<file path="config.mk">
export PLATFORM = sky130hd
export DESIGN_NAME = pcmd_top
export DESIGN_NICKNAME = d
export VERILOG_FILES = /design/src/hw/pcmd_pkg.sv /design/src/hw/pcmd_cmd_reg.sv /design/src/hw/pcmd_err_gate.sv /design/src/hw/pcmd_top.sv
export SDC_FILE = /design/constraint.sdc
export NUM_CORES = 1
export LEC_CHECK = 0
export BUFFER_PORTS_ARGS = -buffer_cell sky130_fd_sc_hd__buf_2
export CORE_AREA = 4 4 76 78
export DETAILED_ROUTE_END_ITERATION = 16
export DIE_AREA = 0 0 80 82
export HOLD_SLACK_MARGIN = 0.03
export PLACE_DENSITY = 0.85
export SYNTH_ARGS = -nofsm -noshare
export SYNTH_HDL_FRONTEND = slang
export SYNTH_SLANG_ARGS = --single-unit
</file>
<file path="constraint.sdc">
create_clock -name i_clk -period 1.42 [get_ports i_clk]
set_input_delay 0.426 -clock i_clk [delete_from_list [all_inputs] [get_ports i_clk]]
set_output_delay 0.426 -clock i_clk [all_outputs]
set_load 0.02 [all_outputs]
</file>
<file path="src/hw/pcmd_pkg.sv">
// Constants shared by the per-function command register bank.
// Assumes one 10 MHz clock and configuration cycles already decoded.
package pcmd_pkg;

    // ************************************************************
    // Geometry
    // ************************************************************
    localparam int PCMD_NUM_FUNC = 3;
    localparam int PCMD_FUNC_W = 2;
    localparam int PCMD_ADDR_W = 8;
    localparam int PCMD_DATA_W = 32;
    localparam int PCMD_REG_W = 16;
    localparam int PCMD_BE_W = 4;
    localparam int PCMD_LANE_W = 8;

    // ************************************************************
    // Register map
    // ************************************************************
    localparam logic [7:0] PCMD_CMD_OFFSET = 8'h04;
    localparam logic [15:0] PCMD_CMD_RESET = 16'h0000;
    // Bits 10, 8, 6, 5, 2, 1, 0 are writable, all others read zero
    localparam logic [15:0] PCMD_CMD_WR_MASK = 16'h0567;

    // ************************************************************
    // Field positions
    // ************************************************************
    localparam int PCMD_B_IO_EN = 0;
    localparam int PCMD_B_MEM_EN = 1;
    localparam int PCMD_B_INIT_EN = 2;
    localparam int PCMD_B_SPECIAL = 3;
    localparam int PCMD_B_WINV_EN = 4;
    localparam int PCMD_B_SNOOP_EN = 5;
    localparam int PCMD_B_PAR_EN = 6;
    localparam int PCMD_B_RSVD7 = 7;
    localparam int PCMD_B_SYSTEM_ERROR_DRIVE_ENABLE = 8;
    localparam int PCMD_B_FAST_BACK_TO_BACK_ENABLE = 9;
    localparam int PCMD_B_INT_MASK = 10;
    localparam int PCMD_B_RESERVED_BITS_LO = 11;
    localparam int PCMD_B_RESERVED_BITS_HI = 15;

    // ************************************************************
    // Read answer sequencer
    // ************************************************************
    typedef enum logic [0:0]
    {
        PCMD_RD_IDLE = 1'b0,
        PCMD_RD_ANSWER = 1'b1
    } pcmd_rd_state_e;

endpackage

</file>
<file path="src/hw/pcmd_cmd_reg.sv">
// One function's command register with per-byte write enables.
// Assumes the write strobe is already decoded for this function.
`timescale 1ns/1ps

module pcmd_cmd_reg
    import pcmd_pkg::*;
(
    // Clock and reset
    input wire logic i_clk,
    input wire logic i_rst_b,
    // Write port
    input wire logic i_wr,
    input wire logic [1:0] i_be,
    input wire logic [PCMD_REG_W-1:0] i_wdata,
    // Stored value
    output logic [PCMD_REG_W-1:0] o_cmd
);

    logic [PCMD_REG_W-1:0] cmd_q;
    logic [PCMD_REG_W-1:0] cmd_d;
    logic [PCMD_REG_W-1:0] lane_mask;

    // ************************************************************
    // Byte lanes
    // ************************************************************
    genvar g;
    generate
        for (g = 0; g < PCMD_REG_W / PCMD_LANE_W; g++)
        begin : g_lane
            assign lane_mask[g*PCMD_LANE_W +: PCMD_LANE_W] =
                {PCMD_LANE_W{i_be[g]}};
        end
    endgenerate

    assign cmd_d = (cmd_q & ~(lane_mask & PCMD_CMD_WR_MASK))
                 | (i_wdata & lane_mask & PCMD_CMD_WR_MASK);

    always_ff @(posedge i_clk or negedge i_rst_b)
    begin
        if (!i_rst_b)
            cmd_q <= PCMD_CMD_RESET;
        else if (i_wr)
            cmd_q <= cmd_d;
    end

    assign o_cmd = cmd_q;

endmodule

</file>
<file path="src/hw/pcmd_err_gate.sv">
// Shared parity and system error reporting for all functions.
// Assumes error detect strobes are one-cycle pulses on i_clk.
`timescale 1ns/1ps

module pcmd_err_gate
    import pcmd_pkg::*;
(
    // Clock and reset
    input wire logic i_clk,
    input wire logic i_rst_b,
    // Combined enables
    input wire logic i_system_error_drive_enable_any,
    input wire logic i_par_en_any,
    // Detected errors
    input wire logic i_addr_par_err,
    input wire logic i_data_par_err,
    // Error reports
    output logic o_serr_assert,
    output logic o_perr_assert
);

    logic serr_q;
    logic perr_q;
    logic serr_d;
    logic perr_d;

    assign serr_d = i_addr_par_err & i_system_error_drive_enable_any & i_par_en_any;
    assign perr_d = i_data_par_err & i_par_en_any;

    always_ff @(posedge i_clk or negedge i_rst_b)
    begin
        if (!i_rst_b)
        begin
            serr_q <= 1'b0;
            perr_q <= 1'b0;
        end
        else
        begin
            serr_q <= serr_d;
            perr_q <= perr_d;
        end
    end

    assign o_serr_assert = serr_q;
    assign o_perr_assert = perr_q;

endmodule

</file>
<file path="src/hw/pcmd_top.sv">
// Command register bank for three functions and the gating it drives.
// Assumes configuration cycles arrive decoded on i_clk, and that the
// target and initiator engines feed hit and request strobes on i_clk.
`timescale 1ns/1ps

module pcmd_top
    import pcmd_pkg::*;
#(
    parameter int NUM_FUNC = PCMD_NUM_FUNC
)
(
    // Clock and reset
    input wire logic i_clk,
    input wire logic i_rst_b,
    // Configuration access
    input wire logic i_cfg_wr,
    input wire logic i_cfg_rd,
    input wire logic [PCMD_FUNC_W-1:0] i_cfg_func,
    input wire logic [PCMD_ADDR_W-1:0] i_cfg_addr,
    input wire logic [PCMD_BE_W-1:0] i_cfg_be,
    input wire logic [PCMD_DATA_W-1:0] i_cfg_wdata,
    output logic [PCMD_DATA_W-1:0] o_cfg_rdata,
    output logic o_cfg_rvalid,
    // Target decode hits, one bit per function
    input wire logic [NUM_FUNC-1:0] i_mem_hit,
    input wire logic [NUM_FUNC-1:0] i_io_hit,
    input wire logic [NUM_FUNC-1:0] i_pal_wr_hit,
    // Initiator and interrupt requests
    input wire logic [NUM_FUNC-1:0] i_init_req,
    input wire logic [NUM_FUNC-1:0] i_int_req,
    // Detected parity errors
    input wire logic i_addr_par_err,
    input wire logic i_data_par_err,
    // Gated claims and requests
    output logic [NUM_FUNC-1:0] o_mem_claim,
    output logic [NUM_FUNC-1:0] o_io_claim,
    output logic [NUM_FUNC-1:0] o_pal_claim,
    output logic [NUM_FUNC-1:0] o_pal_capture,
    output logic [NUM_FUNC-1:0] o_init_req,
    output logic [NUM_FUNC-1:0] o_int_assert,
    // Error reports
    output logic o_serr_assert,
    output logic o_perr_assert
);

    // ************************************************************
    // Parameter check
    // ************************************************************
    // Function select is two bits wide, so at most four functions
    generate
        if (NUM_FUNC < 1 || NUM_FUNC > (1 << PCMD_FUNC_W))
        begin : g_bad_param
            $error("NUM_FUNC out of range for the function select");
        end
        // Each register instance serves exactly two byte lanes
        if (PCMD_REG_W != 2 * PCMD_LANE_W)
        begin : g_bad_lanes
            $error("command register is not two byte lanes wide");
        end
        // The read word must hold the whole register
        if (PCMD_DATA_W < PCMD_REG_W)
        begin : g_bad_word
            $error("read word narrower than the command register");
        end
    endgenerate

    // ************************************************************
    // Declarations
    // ************************************************************
    // Per-function fields
    logic [PCMD_REG_W-1:0] cmd [NUM_FUNC];
    logic [NUM_FUNC-1:0] func_sel;
    logic [NUM_FUNC-1:0] func_wr;
    logic [NUM_FUNC-1:0] system_error_drive_enable_vec;
    logic [NUM_FUNC-1:0] par_en_vec;
    logic [NUM_FUNC-1:0] io_en_vec;
    logic [NUM_FUNC-1:0] mem_en_vec;
    logic [NUM_FUNC-1:0] init_en_vec;
    logic [NUM_FUNC-1:0] snoop_en_vec;
    logic [NUM_FUNC-1:0] int_mask_vec;
    logic [NUM_FUNC-1:0] snoop_hit_vec;

    // Gated next values and their flops
    logic [NUM_FUNC-1:0] mem_claim_d;
    logic [NUM_FUNC-1:0] io_claim_d;
    logic [NUM_FUNC-1:0] pal_claim_d;
    logic [NUM_FUNC-1:0] pal_capture_d;
    logic [NUM_FUNC-1:0] init_req_d;
    logic [NUM_FUNC-1:0] int_assert_d;
    logic [NUM_FUNC-1:0] mem_claim_q;
    logic [NUM_FUNC-1:0] io_claim_q;
    logic [NUM_FUNC-1:0] pal_claim_q;
    logic [NUM_FUNC-1:0] pal_capture_q;
    logic [NUM_FUNC-1:0] init_req_q;
    logic [NUM_FUNC-1:0] int_assert_q;

    // Access decode and read path
    logic addr_is_cmd;
    logic func_valid;
    logic wr_take;
    logic rd_take;
    logic rd_hit;
    logic [PCMD_REG_W-1:0] rd_chain [NUM_FUNC+1];
    logic [PCMD_REG_W-1:0] rd_cmd;
    logic [PCMD_DATA_W-1:0] rd_word;
    logic [PCMD_DATA_W-1:0] rdata_d;
    logic [PCMD_DATA_W-1:0] rdata_q;
    logic rvalid_q;
    pcmd_rd_state_e rd_state_q;
    pcmd_rd_state_e rd_state_d;

    // Shared error enables
    logic system_error_drive_enable_any;
    logic par_en_any;

    // ************************************************************
    // Access decode
    // ************************************************************
    assign addr_is_cmd = (i_cfg_addr == PCMD_CMD_OFFSET);
    assign func_valid = (32'(i_cfg_func) < NUM_FUNC);
    assign wr_take = i_cfg_wr & addr_is_cmd & func_valid;
    // A read is refused while the previous answer is still showing
    assign rd_take = i_cfg_rd & (rd_state_q == PCMD_RD_IDLE);

    // ************************************************************
    // Per-function registers
    // ************************************************************
    genvar f;
    generate
        for (f = 0; f < NUM_FUNC; f++)
        begin : g_func
            assign func_sel[f] = (32'(i_cfg_func) == f);
            assign func_wr[f] = wr_take & func_sel[f];

            pcmd_cmd_reg u_cmd_reg
            (
                .i_clk(i_clk),
                .i_rst_b(i_rst_b),
                .i_wr(func_wr[f]),
                .i_be(i_cfg_be[1:0]),
                .i_wdata(i_cfg_wdata[PCMD_REG_W-1:0]),
                .o_cmd(cmd[f])
            );

            assign io_en_vec[f] = cmd[f][PCMD_B_IO_EN];
            assign mem_en_vec[f] = cmd[f][PCMD_B_MEM_EN];
            assign init_en_vec[f] = cmd[f][PCMD_B_INIT_EN];
            assign snoop_en_vec[f] = cmd[f][PCMD_B_SNOOP_EN];
            assign par_en_vec[f] = cmd[f][PCMD_B_PAR_EN];
            assign system_error_drive_enable_vec[f] = cmd[f][PCMD_B_SYSTEM_ERROR_DRIVE_ENABLE];
            assign int_mask_vec[f] = cmd[f][PCMD_B_INT_MASK];

            assign snoop_hit_vec[f] = i_pal_wr_hit[f] & snoop_en_vec[f];
            // I/O claim gate
            // Palette writes are I/O, so a snooped one is never claimed
            assign io_claim_d[f] = i_io_hit[f] & io_en_vec[f]
                                 & ~snoop_hit_vec[f];
            assign mem_claim_d[f] = i_mem_hit[f] & mem_en_vec[f];
            assign pal_capture_d[f] = snoop_hit_vec[f];
            assign pal_claim_d[f] = i_pal_wr_hit[f] & ~snoop_en_vec[f]
                                  & io_en_vec[f];
            assign init_req_d[f] = i_init_req[f] & init_en_vec[f];
            assign int_assert_d[f] = i_int_req[f] & ~int_mask_vec[f];
        end
    endgenerate

    // ************************************************************
    // Shared error enables
    // ************************************************************
    // Wired OR of enables
    assign system_error_drive_enable_any = |system_error_drive_enable_vec;
    assign par_en_any = |par_en_vec;

    pcmd_err_gate u_err_gate
    (
        .i_clk(i_clk),
        .i_rst_b(i_rst_b),
        .i_system_error_drive_enable_any(system_error_drive_enable_any),
        .i_par_en_any(par_en_any),
        .i_addr_par_err(i_addr_par_err),
        .i_data_par_err(i_data_par_err),
        .o_serr_assert(o_serr_assert),
        .o_perr_assert(o_perr_assert)
    );

    // ************************************************************
    // Read path
    // ************************************************************
    // Select the addressed function
    // An AND-OR chain keeps the select free of priority logic
    assign rd_chain[0] = PCMD_CMD_RESET;
    generate
        for (f = 0; f < NUM_FUNC; f++)
        begin : g_rd_sel
            assign rd_chain[f+1] = rd_chain[f]
                                 | (cmd[f] & {PCMD_REG_W{func_sel[f]}});
        end
    endgenerate
    assign rd_cmd = rd_chain[NUM_FUNC];

    // Other offsets and absent functions answer zero
    assign rd_hit = addr_is_cmd & func_valid;
    // Reserved bits zero
    // Status half is not held here and reads zero
    assign rd_word = {{(PCMD_DATA_W-PCMD_REG_W){1'b0}},
                      rd_cmd & PCMD_CMD_WR_MASK};
    assign rdata_d = rd_hit ? rd_word : {PCMD_DATA_W{1'b0}};

    always_comb
    begin
        rd_state_d = rd_state_q;
        unique case (rd_state_q)
            PCMD_RD_IDLE:
            begin
                if (rd_take)
                    rd_state_d = PCMD_RD_ANSWER;
            end
            PCMD_RD_ANSWER:
            begin
                rd_state_d = PCMD_RD_IDLE;
            end
        endcase
    end

    always_ff @(posedge i_clk or negedge i_rst_b)
    begin
        if (!i_rst_b)
            rd_state_q <= PCMD_RD_IDLE;
        else
            rd_state_q <= rd_state_d;
    end

    // One-cycle answer strobe
    always_ff @(posedge i_clk or negedge i_rst_b)
    begin
        if (!i_rst_b)
            rvalid_q <= 1'b0;
        else
            rvalid_q <= rd_take;
    end

    // Data stands until the next taken read
    always_ff @(posedge i_clk or negedge i_rst_b)
    begin
        if (!i_rst_b)
            rdata_q <= {PCMD_DATA_W{1'b0}};
        else if (rd_take)
            rdata_q <= rdata_d;
    end

    // ************************************************************
    // Gated outputs
    // ************************************************************
    // Registered so that every output comes from a flip-flop; this
    // costs one cycle of latency between a hit and its claim
    // Memory claim flop
    always_ff @(posedge i_clk or negedge i_rst_b)
    begin
        if (!i_rst_b)
            mem_claim_q <= '0;
        else
            mem_claim_q <= mem_claim_d;
    end

    always_ff @(posedge i_clk or negedge i_rst_b)
    begin
        if (!i_rst_b)
            io_claim_q <= '0;
        else
            io_claim_q <= io_claim_d;
    end

    always_ff @(posedge i_clk or negedge i_rst_b)
    begin
        if (!i_rst_b)
            pal_claim_q <= '0;
        else
            pal_claim_q <= pal_claim_d;
    end

    always_ff @(posedge i_clk or negedge i_rst_b)
    begin
        if (!i_rst_b)
            pal_capture_q <= '0;
        else
            pal_capture_q <= pal_capture_d;
    end

    always_ff @(posedge i_clk or negedge i_rst_b)
    begin
        if (!i_rst_b)
            init_req_q <= '0;
        else
            init_req_q <= init_req_d;
    end

    always_ff @(posedge i_clk or negedge i_rst_b)
    begin
        if (!i_rst_b)
            int_assert_q <= '0;
        else
            int_assert_q <= int_assert_d;
    end

    // ************************************************************
    // Output wiring
    // ************************************************************
    // Read answer
    assign o_cfg_rdata = rdata_q;
    assign o_cfg_rvalid = rvalid_q;
    // Claims and requests
    assign o_mem_claim = mem_claim_q;
    assign o_io_claim = io_claim_q;
    assign o_pal_claim = pal_claim_q;
    assign o_pal_capture = pal_capture_q;
    assign o_init_req = init_req_q;
    assign o_int_assert = int_assert_q;

endmodule

</file>
Yosys cells after proc, flatten, opt, wreduce, memory -nomap -nowiden --
Index checks and enable logic that the tools add are counted.
Storage, ports and cells: bits in registers 102, bits in latches 0, memory bits (writable) 0, bits in read-only memories 0, input port bits 67, word-level logic and storage cells 81, memories 0
Operators by class: $add $sub $neg 0, multipliers 0, divide/modulo/power cells 0, order comparisons 1, eq/ne operators 3, shifts and indexed selects 0, multiplexer cells 3, bitwise operators 57, reduce and logical (&&, ||, !) cells 3
Operators by type and width (number):
- AND 16 bit | 3
- OR 16 x 11 -> 16 bit | 3
- AND 11 bit | 4
- AND 1 bit | 34
- OR 11 bit | 2
- inverter 11 -> 16 bit | 1
- two-way mux 11 bit | 1
- inverter 1 bit | 10
- == test 8 x 3 -> 1 bit, second input constant | 1
- OR reduction 3 bit | 2
- == test 2 x 1 -> 1 bit, second input constant | 1
- == test 2 bit, second input constant | 1
- logical NOT 2 bit | 1
- < comparator 2 bit, second input constant | 1
- case mux 1 bit (2 select lines) | 1
- two-way mux 1 bit | 1

Longest topological paths before layout --
Gate-level depths: netlist (run 1).
word-level depth 5, depth in mapped cells 5

Modules after synthesis --
From an unflattened synthesis (run 1), not the netlist that was laid out.
Unflattened totals: cells, all modules 202, area, all modules 2379.8 sq um
Modules (own cells, without submodules):
- pcmd_top | instances 1, cells an instance 120, area an instance 1311.3 sq um
- pcmd_cmd_reg | instances 3, cells an instance 26, area an instance 335.3 sq um
- pcmd_err_gate | instances 1, cells an instance 4, area an instance 62.6 sq um

Worst setup path after synthesis (run 1) --
OpenSTA, ideal clock, no wires.
path type input to register, start in i_cfg_addr[5], end reg (tool-made name), library setup time 0.125 ns, arrival time 1.455 ns, data required time 1.295 ns, slack -0.160 ns, cell stages on the path 4, cell sequence nor4_4 and4_1 buf_6 mux2_4
RTL lines:
- start: declaration | RTL line pcmd_top.sv:19 | input wire logic [PCMD_ADDR_W-1:0] i_cfg_addr,

==> results of run 1 <==
==> placed cells by master (no fill, tap or decap), types with 5 or more instances in the layout <==
master | Yosys | routed
sky130_fd_sc_hd__o21ai_0 | 7 | 7
sky130_fd_sc_hd__clkbuf_8 | 0 | 6
sky130_fd_sc_hd__mux2i_1 | 7 | 7
sky130_fd_sc_hd__nor2_1 | 6 | 6
sky130_fd_sc_hd__nand2_1 | 14 | 14
sky130_fd_sc_hd__dfrtp_1 | 49 | 49
sky130_fd_sc_hd__a2bb2oi_1 | 7 | 7
sky130_fd_sc_hd__mux2_4 | 10 | 13
sky130_fd_sc_hd__conb_1 | 1 | 25
sky130_fd_sc_hd__buf_4 | 25 | 11
sky130_fd_sc_hd__and2_1 | 10 | 10
sky130_fd_sc_hd__buf_6 | 2 | 5
sky130_fd_sc_hd__buf_2 | 2 | 64
sky130_fd_sc_hd__mux2_2 | 11 | 8
==> metrics by stage <==
stage / instances / area [µm²] / setup slack [ns]
floorplan: 200 / 2330 / -0.159
global placement: 319 / 2640 / -0.313
detailed placement: 319 / 2640 / -0.369
CTS: 328 / 2770 / -0.0168
global route: 328 / 2780 / -0.0556
finish: 328 / 2780 / -0.00881
==> worst max-delay path by stage <==
stage / startpoint / to / cells past startpoint
global placement: i_cfg_addr[1] / flop / 5
global route: i_cfg_addr[0] / flop / 6
finish: i_cfg_addr[4] / flop / 6
CTS: i_cfg_addr[3] / flop / 6
floorplan: i_cfg_addr[1] / flop / 4
detailed placement: i_cfg_addr[1] / o_cfg_rdata[8]$_DFFE_PN0P_ / 6
==> metal layers <==
metal,part of all wire [%],vias up
met5,0,-
met4,2.4,0
met3,9.1,10
met2,49,64
met1,40,731
li1,-,717
==> where the power goes <==
part           total [mW]  switching (mW)  internal, mW
clock network       0.801           0.414         0.387
logic               0.269           0.166         0.102
registers            1.41         0.00635          1.41
total                2.48           0.587          1.90
==> cells by family after synthesis <==
family | after synthesis
flip-flops | 49
AND/OR/NAND/NOR | 51
AO/OA/AOI/OAI | 15
buffers and inverters | 32
multiplexers | 28
other | 1
==> area by class of cell <==
class | instances | area share [%]
Clock buffer | 7 | 3.10
Inverter | 1 | 0.135
Multi-Input combinational cell | 119 | 31.9
Sequential cell | 49 | 44.1
Tap cell | 70 | 3.15
Timing Repair Buffer | 82 | 17.6
==> worst reg2reg max path, delay by kind of cell (launching register included) <==
family | cells | cell delay [ns]
simple gates | 2 | 0.26
compound gates | 1 | 0.18
flops | 1 | 0.38
buf+inv | 2 | 0.25
==> what timing repair did <==
item / 4_1_cts / 5_1_grt
buffers inserted: 1 / 0
hold endpoints to repair: 12 / 0
gates resized for setup: 7 / 3
hold buffers: 1 / 0
pin swaps: 4 / 2
setup endpoints to repair: 12 / 13
==> results.txt, run 1 <==
Status -> complete, but fails checks
Violated checks -> setup timing
Synth unique cells -> 27
Buf+Inv Stages, Crit Path -> 3
CTS Root Buffer Type -> sky130_fd_sc_hd__clkbuf_8
Cell area after synthesis -> 2240 µm²
CTS tree -> built
Mean number of vias per cell -> 4.64
I/O Pins -> 120
Period minus WS final -> 1.43 ns
Via count -> 1522
Multiplexer share of the synthesized area -> 15.4%
Synth top area cells -> sky130_fd_sc_hd__dfrtp_1 (55%), sky130_fd_sc_hd__buf_4 (8.4%), sky130_fd_sc_hd__mux2_4 (6.7%)
Asr flop ratio synth -> 100%
Critical path class -> in2reg
Share of final-layout standard cells stronger than drive strength 1 -> 43.8%
Instance count along the most critical hold path -> 2
Min-Delay Path Class -> in2reg
Final-layout fill cell count -> 437
Most used routing layer in global routing -> met2
Crit Reg-Reg Startpoint -> rd_state_q$_DFF_PN0_
Aggregate routed wire length -> 4570 µm
Number of CTS-inserted buffers -> 5
Area of the multi-input gates -> 888 µm²
Site row count -> 26
Cell with the largest stage delay on the worst path -> sky130_fd_sc_hd__mux2_4
Critical path endpoint category -> flop
Drt wl/cell -> 13.9 µm
Total routing resource utilization after global routing -> 14.3%
# H-tree levels -> 2
First-pass iteration count of the detailed router -> 4
Die Span X -> 80 µm
Endpoint, Worst Hold -> u_err_gate.o_perr_assert$_DFF_PN0_
Number of antenna-violating nets in the routed design -> 0
Initial cell density of the core -> 44.2%
Final worst setup slack -> -0.00881 ns
Number of port buffers -> 67
Delay of the slowest critical-path stage -> 0.34 ns
Worst-case register-to-register setup slack -> 0.26 ns
CORE AREA -> 5070 µm²
Maximum achievable frequency -> 700 MHz
TritonCTS Sinks -> 49
Crit Path Max Fanout -> 3
Post-synthesis instance total -> 176
Number of nets in the layout -> 325
First-pass GRT wire length -> 7070 µm
Yosys Warn Count -> 0
Most frequent cell after synthesis -> sky130_fd_sc_hd__dfrtp_1
Area of the die -> 6560 µm²
Final total power -> 2.48 mW
Met1 global-route usage -> 17.3%
Post-route DRC violation count -> 0
Post-synthesis register bit count -> 49
Top cell types by occurrence after synthesis -> sky130_fd_sc_hd__dfrtp_1 (49), sky130_fd_sc_hd__buf_4 (25), sky130_fd_sc_hd__nand2_1 (14)
Length in cells of the worst reg-to-reg path -> 5
Startpoint of the worst hold path -> i_data_par_err
Layout Utilization -> 54.8%
Sum of negative setup slack -> -0.00881 ns
Vias in the first global route -> 1483
Grt met3 use -> 4.82%
CP startpoint kind -> input port
Final Skew -> 0.00522 ns
Maximum clock insertion buffer count -> 2
Die boundary height -> 82 µm
Worst-case hold slack -> 0.332 ns
Parity-gate share of the synthesized area counting xor and xnor cells -> 0%
Worst voltage drop across the vdd grid -> 420 µV
Arrival time at the worst endpoint -> 1.61 ns
GP Congestion -> 0.708
Average footprint of a synthesized cell -> 12.7 µm²
Cell-by-cell listing of the critical path -> buf_2, nor4_4, buf_4, buf_6, nand4_1, mux2_4
Proportion of synthesized chip area in sequential cells -> 54.7%
Combinational family with the most area after synthesis -> multiplexers
Arithmetic-cell share of the synthesized area counting full adders, half adders and majority gates -> 0%
Latest clock arrival within the worst-skew pair -> 0.29 ns
Area grow syn2layout -> 24.1%
Leakage -> 1.55 nW
Max-cap viol count -> 0
Global routing met2 resource utilization -> 22.7%
Setup violation total in the final timing report -> 1
Pwr/cell area -> 893 nW/µm²
Clk pin slew, worst setup/hold paths -> 0.08 ns
Reg2Reg Capture Point -> o_cfg_rdata[8]$_DFFE_PN0P_
Number of antenna violations at the first check in global routing -> 0
Detailed placer's ending HPWL -> 3560 µm
Cell taking the most area after synthesis -> sky130_fd_sc_hd__dfrtp_1
Simple-gate share of the synthesized area -> 14.7%
Area taken by flip-flops and latches -> 1230 µm²
Tcrit/Tclk final -> 101%
Post-synth top area share -> 54.7%
Data required time of the worst path -> 1.60 ns
Dominant delay contributor by cell family on the critical path -> simple AND/OR/NAND/NOR gates
Fraction of the mapped netlist area in compound gates -> 4.75%
Overflow left after global routing -> 0
Number of enable flip-flop cells after synthesis -> 0
Synth Flop Type -> sky130_fd_sc_hd__dfrtp_1
Number of diodes added for antenna fixing -> 0
Detailed router's first-iteration violation count -> 86
Largest net degree at the start of global routing -> 38
Max-slew violation total from the final report -> 0
Final Hold Fails -> 0
RSZ-0062 raised after global routing -> yes
Note: power is estimated with default switching activity, not from simulation.
==> run 2: changes to the inputs <==
--- a/config.mk
+++ b/config.mk
@@ -11,6 +11,8 @@
 export DIE_AREA = 0 0 80 82
 export HOLD_SLACK_MARGIN = 0.03
 export PLACE_DENSITY = 0.85
+export RECOVER_POWER = 50
+export SKIP_CTS_REPAIR_TIMING = 1
 export SYNTH_ARGS = -nofsm -noshare
 export SYNTH_HDL_FRONTEND = slang
 export SYNTH_SLANG_ARGS = --single-unit
==> run 2 against run 1 <==
Compared with the run above:
- the flow still finishes with violations (setup timing)
- final cell count down 0.30%
- combinational power down 3%
- fmax down 0.79%
- clock power about the same
- hold slack worse by 0.18 ns
- clock skew up 0.0016 ns
- non-clock buffer count down 1
- sequential cell count unchanged
- largest cell class unchanged
==> results.txt, run 2 (synthesis gave the netlist of run 1 again) <==
I/O Pins -> 120
GP Congestion -> 0.708
Data required time of the worst path -> 1.60 ns
Maximum clock insertion buffer count -> 2
Tcrit/Tclk final -> 101%
Final-layout fill cell count -> 441
Number of nets in the layout -> 324
Aggregate routed wire length -> 4620 µm
Number of antenna violations at the first check in global routing -> 0
TritonCTS Sinks -> 49
Post-route DRC violation count -> 0
Final worst setup slack -> -0.0201 ns
Min-Delay Path Class -> in2async
Cell-by-cell listing of the critical path -> buf_2, nor4_4, buf_4, buf_6, nand4_1, mux2_4
Critical path class -> in2reg
Number of CTS-inserted buffers -> 5
Cell with the largest stage delay on the worst path -> sky130_fd_sc_hd__mux2_4
Critical path endpoint category -> flop
Clk pin slew, worst setup/hold paths -> 0.08 ns
Crit Reg-Reg Startpoint -> rd_state_q$_DFF_PN0_
Cell internal power dissipation -> 1.89 mW
Area taken by flip-flops and latches -> 1230 µm²
Placed Instances -> 319
Final Non-Filler Cells -> 327
Crit Path Max Fanout -> 3
First-pass GRT wire length -> 7070 µm
Share of final-layout standard cells stronger than drive strength 1 -> 43.6%
Drt wl/cell -> 14.1 µm
Length in cells of the worst reg-to-reg path -> 5
Area grow syn2layout -> 23.1%
Maximum achievable frequency -> 694 MHz
Mean number of vias per cell -> 4.66
Pwr/cell area -> 897 nW/µm²
Worst voltage drop across the vdd grid -> 422 µV
Via count -> 1525
Fraction of power spent switching nets -> 23.6%
Latest clock arrival within the worst-skew pair -> 0.29 ns
Clock share of power -> 32.3%
First-pass iteration count of the detailed router -> 4
Sum of negative setup slack -> -0.0201 ns
Violated checks -> setup timing
Net Sw Power -> 0.584 mW
Final Skew -> 0.00685 ns
Die Span X -> 80 µm
Worst Max-Slew Pin Slew -> 0.710 ns
Reg2Reg Capture Point -> o_cfg_rdata[8]$_DFFE_PN0P_
Relative max-transition margin -> 52.7%
Vias in the first global route -> 1472
Dominant delay contributor by cell family on the critical path -> simple AND/OR/NAND/NOR gates
CP startpoint kind -> input port
Cell area after placement -> 2640 µm²
Largest net degree at the start of global routing -> 38
Setup violation total in the final timing report -> 1
Detailed router's first-iteration violation count -> 106
Leakage -> 1.54 nW
Most frequent cells in the layout -> sky130_fd_sc_hd__buf_2 (63), sky130_fd_sc_hd__dfrtp_1 (49), sky130_fd_sc_hd__conb_1 (25)
Arrival time at the worst endpoint -> 1.62 ns
Max-cap viol count -> 0
Worst-case register-to-register setup slack -> 0.25 ns
Initial cell density of the core -> 44.2%
Worst-case hold slack -> 0.148 ns
Number of port buffers -> 67
Max-slew violation total from the final report -> 0
CTS tree -> built
Buf+Inv Stages, Crit Path -> 3
Detailed placer's ending HPWL -> 3560 µm
Die boundary height -> 82 µm
Delay of the slowest critical-path stage -> 0.35 ns
Area of the multi-input gates -> 888 µm²
Final cell area excluding filler cells -> 2760 µm²
Number of antenna-violating nets in the routed design -> 0
Sequential fraction of design power -> 57.1%
Leading cell type in the layout, fill and taps excluded -> sky130_fd_sc_hd__buf_2
Area of the die -> 6560 µm²
Period minus WS final -> 1.44 ns
Overflow left after global routing -> 0
Site row count -> 26
# H-tree levels -> 2
Final Hold Fails -> 0
RSZ-0062 raised after global routing -> yes
Number of diodes added for antenna fixing -> 0
Part of the power in combinational logic -> 10.6%
CORE AREA -> 5070 µm²
Status -> complete, but fails checks
Total routing resource utilization after global routing -> 14.3%
CTS Root Buffer Type -> sky130_fd_sc_hd__clkbuf_8
[run 2: power by group through the flow]
stage	clock (mW)	combinational (mW)	sequential, mW
global route	0.878	0.285	1.42
detailed placement	0	0.257	1.44
global placement	0	0.252	1.44
CTS	0.816	0.259	1.41
floorplan	0	0.163	1.45
finish	0.798	0.262	1.41
[run 2: through the flow]
step | util, % | setup slack [ns] | total power [mW]
6_report | 54.3 | -0.0201 | 2.47
5_1_grt | 54.3 | -0.0558 | 2.58
4_1_cts | 53.6 | -0.0868 | 2.49
3_5_place_dp | 51.9 | -0.369 | 1.70
3_3_place_gp | 51.9 | -0.313 | 1.69
2_1_floorplan | - | -0.159 | 1.62
[run 2: cell type report]
class,count,area share (%)
multi-input cells,119,32.2
well taps,70,3.18
inverters,1,0.136
clock buffers,7,3.13
flip-flops and latches,49,44.5
repair buffers,81,16.9
[run 2: per-layer routing]
metal | vias to the layer above | GRT usage (%) | wire length (µm)
met5 | - | 0 | 0
met1 | 730 | 17.3 | 1840
li1 | 715 | - | -
met4 | 0 | 7.77 | 112
met2 | 70 | 22.7 | 2240
met3 | 10 | 4.71 | 423
[run 2: worst max path at each step]
stage,depth (start not counted),endpoint,from,slack [ns]
6_report,6,flop,i_cfg_addr[4],-0.02
5_1_grt,6,flop,i_cfg_addr[3],-0.06
3_3_place_gp,5,flop,i_cfg_addr[1],-0.31
2_1_floorplan,4,flop,i_cfg_addr[1],-0.16
3_5_place_dp,6,o_cfg_rdata[8]$_DFFE_PN0P_,i_cfg_addr[1],-0.37
4_1_cts,6,o_cfg_rdata[8]$_DFFE_PN0P_,i_cfg_addr[1],-0.09
==> run 3: changes to the inputs <==
--- a/config.mk
+++ b/config.mk
@@ -6,11 +6,12 @@
 export NUM_CORES = 1
 export LEC_CHECK = 0
 export BUFFER_PORTS_ARGS = -buffer_cell sky130_fd_sc_hd__buf_2
-export CORE_AREA = 4 4 76 78
+export CORE_AREA = 4 4 80 82
 export DETAILED_ROUTE_END_ITERATION = 16
-export DIE_AREA = 0 0 80 82
+export DIE_AREA = 0 0 84 86
 export HOLD_SLACK_MARGIN = 0.03
-export PLACE_DENSITY = 0.85
+export MAX_ROUTING_LAYER = met4
+export PLACE_DENSITY = 0.81
 export RECOVER_POWER = 50
 export SKIP_CTS_REPAIR_TIMING = 1
 export SYNTH_ARGS = -nofsm -noshare
==> constraint.sdc (replaced) <==
create_clock -name i_clk -period 1.2 [get_ports i_clk]
set_input_delay 0.36 -clock i_clk [delete_from_list [all_inputs] [get_ports i_clk]]
set_output_delay 0.36 -clock i_clk [all_outputs]
set_load 0.02 [all_outputs]
==> run 3 against run 2 <==
Compared with the run above:
- the flow still finishes with violations (setup timing)
- via count rose by 3.0%
- sequential share of layout area fell by 4.5 points
- utilization fell by 0.94 points
- final cell count rose by 3.7%
- first-iteration DRC count fell by 46%
- die area rose by 10%
- sequential cell count did not move
- count of clock-buffer cells in the layout did not move
- non-clock buffer count rose by 6
- highest routed layer unchanged
==> results.txt, run 3 (synthesis gave the netlist of run 1 again) <==
Crit Path Max Fanout -> 4
Via count -> 1571
Maximum clock insertion buffer count -> 2
Arrival time at the worst endpoint -> 1.52 ns
Area of the die -> 7220 µm²
Leakage -> 1.62 nW
Area grow syn2layout -> 36.9%
Number of antenna violations at the first check in global routing -> 0
Period minus WS final -> 1.34 ns
Post-Place Worst Slack -> -0.485 ns
CTS tree -> built
Leading cell type in the layout, fill and taps excluded -> sky130_fd_sc_hd__dfrtp_1
Most used routing layer in global routing -> met2
Met1 global-route usage -> 16.5%
Number of nets in the layout -> 330
Number of diodes added for antenna fixing -> 0
Initial cell density of the core -> 39.0%
Final worst setup slack -> -0.136 ns
Max-slew violation total from the final report -> 0
Final Skew -> 0.00548 ns
CTS Root Buffer Type -> sky130_fd_sc_hd__clkbuf_8
Detailed placer's ending HPWL -> 3680 µm
Relative max-transition margin -> 59.8%
Pwr/cell area -> 1040 nW/µm²
Share of final-layout standard cells stronger than drive strength 1 -> 48.1%
Number of antenna-violating nets in the routed design -> 0
Die Span X -> 84 µm
Total routing resource utilization after global routing -> 13.8%
Min-Delay Path Class -> in2reg
Clk pin slew, worst setup/hold paths -> 0.08 ns
TritonCTS Sinks -> 49
First-pass GRT wire length -> 7570 µm
Number of CTS-inserted buffers -> 5
Worst Max-Slew Pin Slew -> 0.603 ns
I/O Pins -> 120
GP Congestion -> 0.779
Drt wl/cell -> 14.9 µm
Detailed router's first-iteration violation count -> 57
Aggregate routed wire length -> 5040 µm
Largest net degree at the start of global routing -> 33
Critical path class -> in2reg
Global routing met2 resource utilization -> 22.8%
Maximum achievable frequency -> 748 MHz
RSZ-0062 raised after global routing -> yes
CORE AREA -> 5750 µm²
Placed Instances -> 325
Overflow left after global routing -> 0
CP startpoint kind -> input port
Die boundary height -> 86 µm
Status -> complete, but fails checks
Data required time of the worst path -> 1.38 ns
Post-route DRC violation count -> 0
Site row count -> 28
Final Non-Filler Cells -> 339
Number of port buffers -> 67
Grt met3 use -> 3.55%
# H-tree levels -> 2
Most frequent cells in the layout -> sky130_fd_sc_hd__dfrtp_1 (48), sky130_fd_sc_hd__buf_2 (37), sky130_fd_sc_hd__buf_6 (31)
Final Hold Fails -> 0
First-pass iteration count of the detailed router -> 4
Latest clock arrival within the worst-skew pair -> 0.29 ns
Mean number of vias per cell -> 4.63
Vias in the first global route -> 1589
Setup violation total in the final timing report -> 30
Worst voltage drop across the vdd grid -> 660 µV
Max-cap viol count -> 0
Critical path endpoint category -> flop
Tcrit/Tclk final -> 111%
Violated checks -> setup timing
==> run 3: cell count changes in the layout (fill, tap and decap cells not counted), moves of 2 or more <==
cell,previous run,this run
sky130_fd_sc_hd__and2_1,9,4
sky130_fd_sc_hd__o21ai_2,0,7
sky130_fd_sc_hd__buf_12,0,2
sky130_fd_sc_hd__buf_4,11,15
sky130_fd_sc_hd__buf_2,63,37
sky130_fd_sc_hd__and2_0,1,6
sky130_fd_sc_hd__o21ai_0,7,0
sky130_fd_sc_hd__buf_6,5,31
==> run 3: per-layer routing <==
metal | wire length (µm) | vias to the layer above | share of wire (%)
met1 | 2060 | 766 | 41
met4 | 93 | 0 | 1.8
met3 | 312 | 8 | 6.2
met5 | 0 | - | 0
li1 | - | 726 | -
met2 | 2580 | 71 | 51
==> run 3: critical path: stages <==
cell	delay, ns
sky130_fd_sc_hd__buf_6	0.09
sky130_fd_sc_hd__nor4b_4	0.34
sky130_fd_sc_hd__buf_4	0.19
sky130_fd_sc_hd__and4_4	0.23
sky130_fd_sc_hd__mux2_4	0.30
==> run 3: layout make-up <==
cell class	count	area (µm²)
multi-input cells	119	926
clock inverters	1	30.0
flip-flops and latches	49	1230
repair buffers	87	701
well taps	75	93.8
inverters	1	3.75
fillers	503	2680
clock buffers	7	86.3
==> run 3: final timing paths <==
check,startpoint,endpoint,slack (ns),cells past startpoint
worst max-delay path,i_cfg_addr[3],flop,-0.14,5
worst min-delay path,i_data_par_err,u_err_gate.o_perr_assert$_DFF_PN0_,0.27,2
worst max register to register,rd_state_q$_DFF_PN0_,o_cfg_rdata[8]$_DFFE_PN0P_,0.03,5
worst min register to register,flop,o_int_assert[0]$_DFF_PN0_,0.46,1
max in group asynchronous,i_rst_b,o_int_assert[1]$_DFF_PN0_,0.06,3
min in group asynchronous,i_rst_b,async pin,0.58,2
==> run 3: metrics by stage <==
step | TNS (ns) | cell area [µm²] | total power [mW] | hold WS [ns] | utilization, %
after floorplan | -5.16 | 2350 | 1.92 | 0.0644 | -
after global placement | -11.06 | 2680 | 2.02 | 0.232 | 46.7
after detailed placement | -11.20 | 2680 | 2.02 | 0.241 | 46.7
after CTS | -2.84 | 2800 | 3.20 | -0.0815 | 48.7
after global routing | -5.19 | 3070 | 3.33 | 0.262 | 53.4
final | -1.81 | 3070 | 3.20 | 0.270 | 53.4
==> run 3: power breakdown <==
group          switching (mW)  internal (mW)
sequential             0.0102           1.67
combinational           0.204          0.139
clock                   0.502          0.679
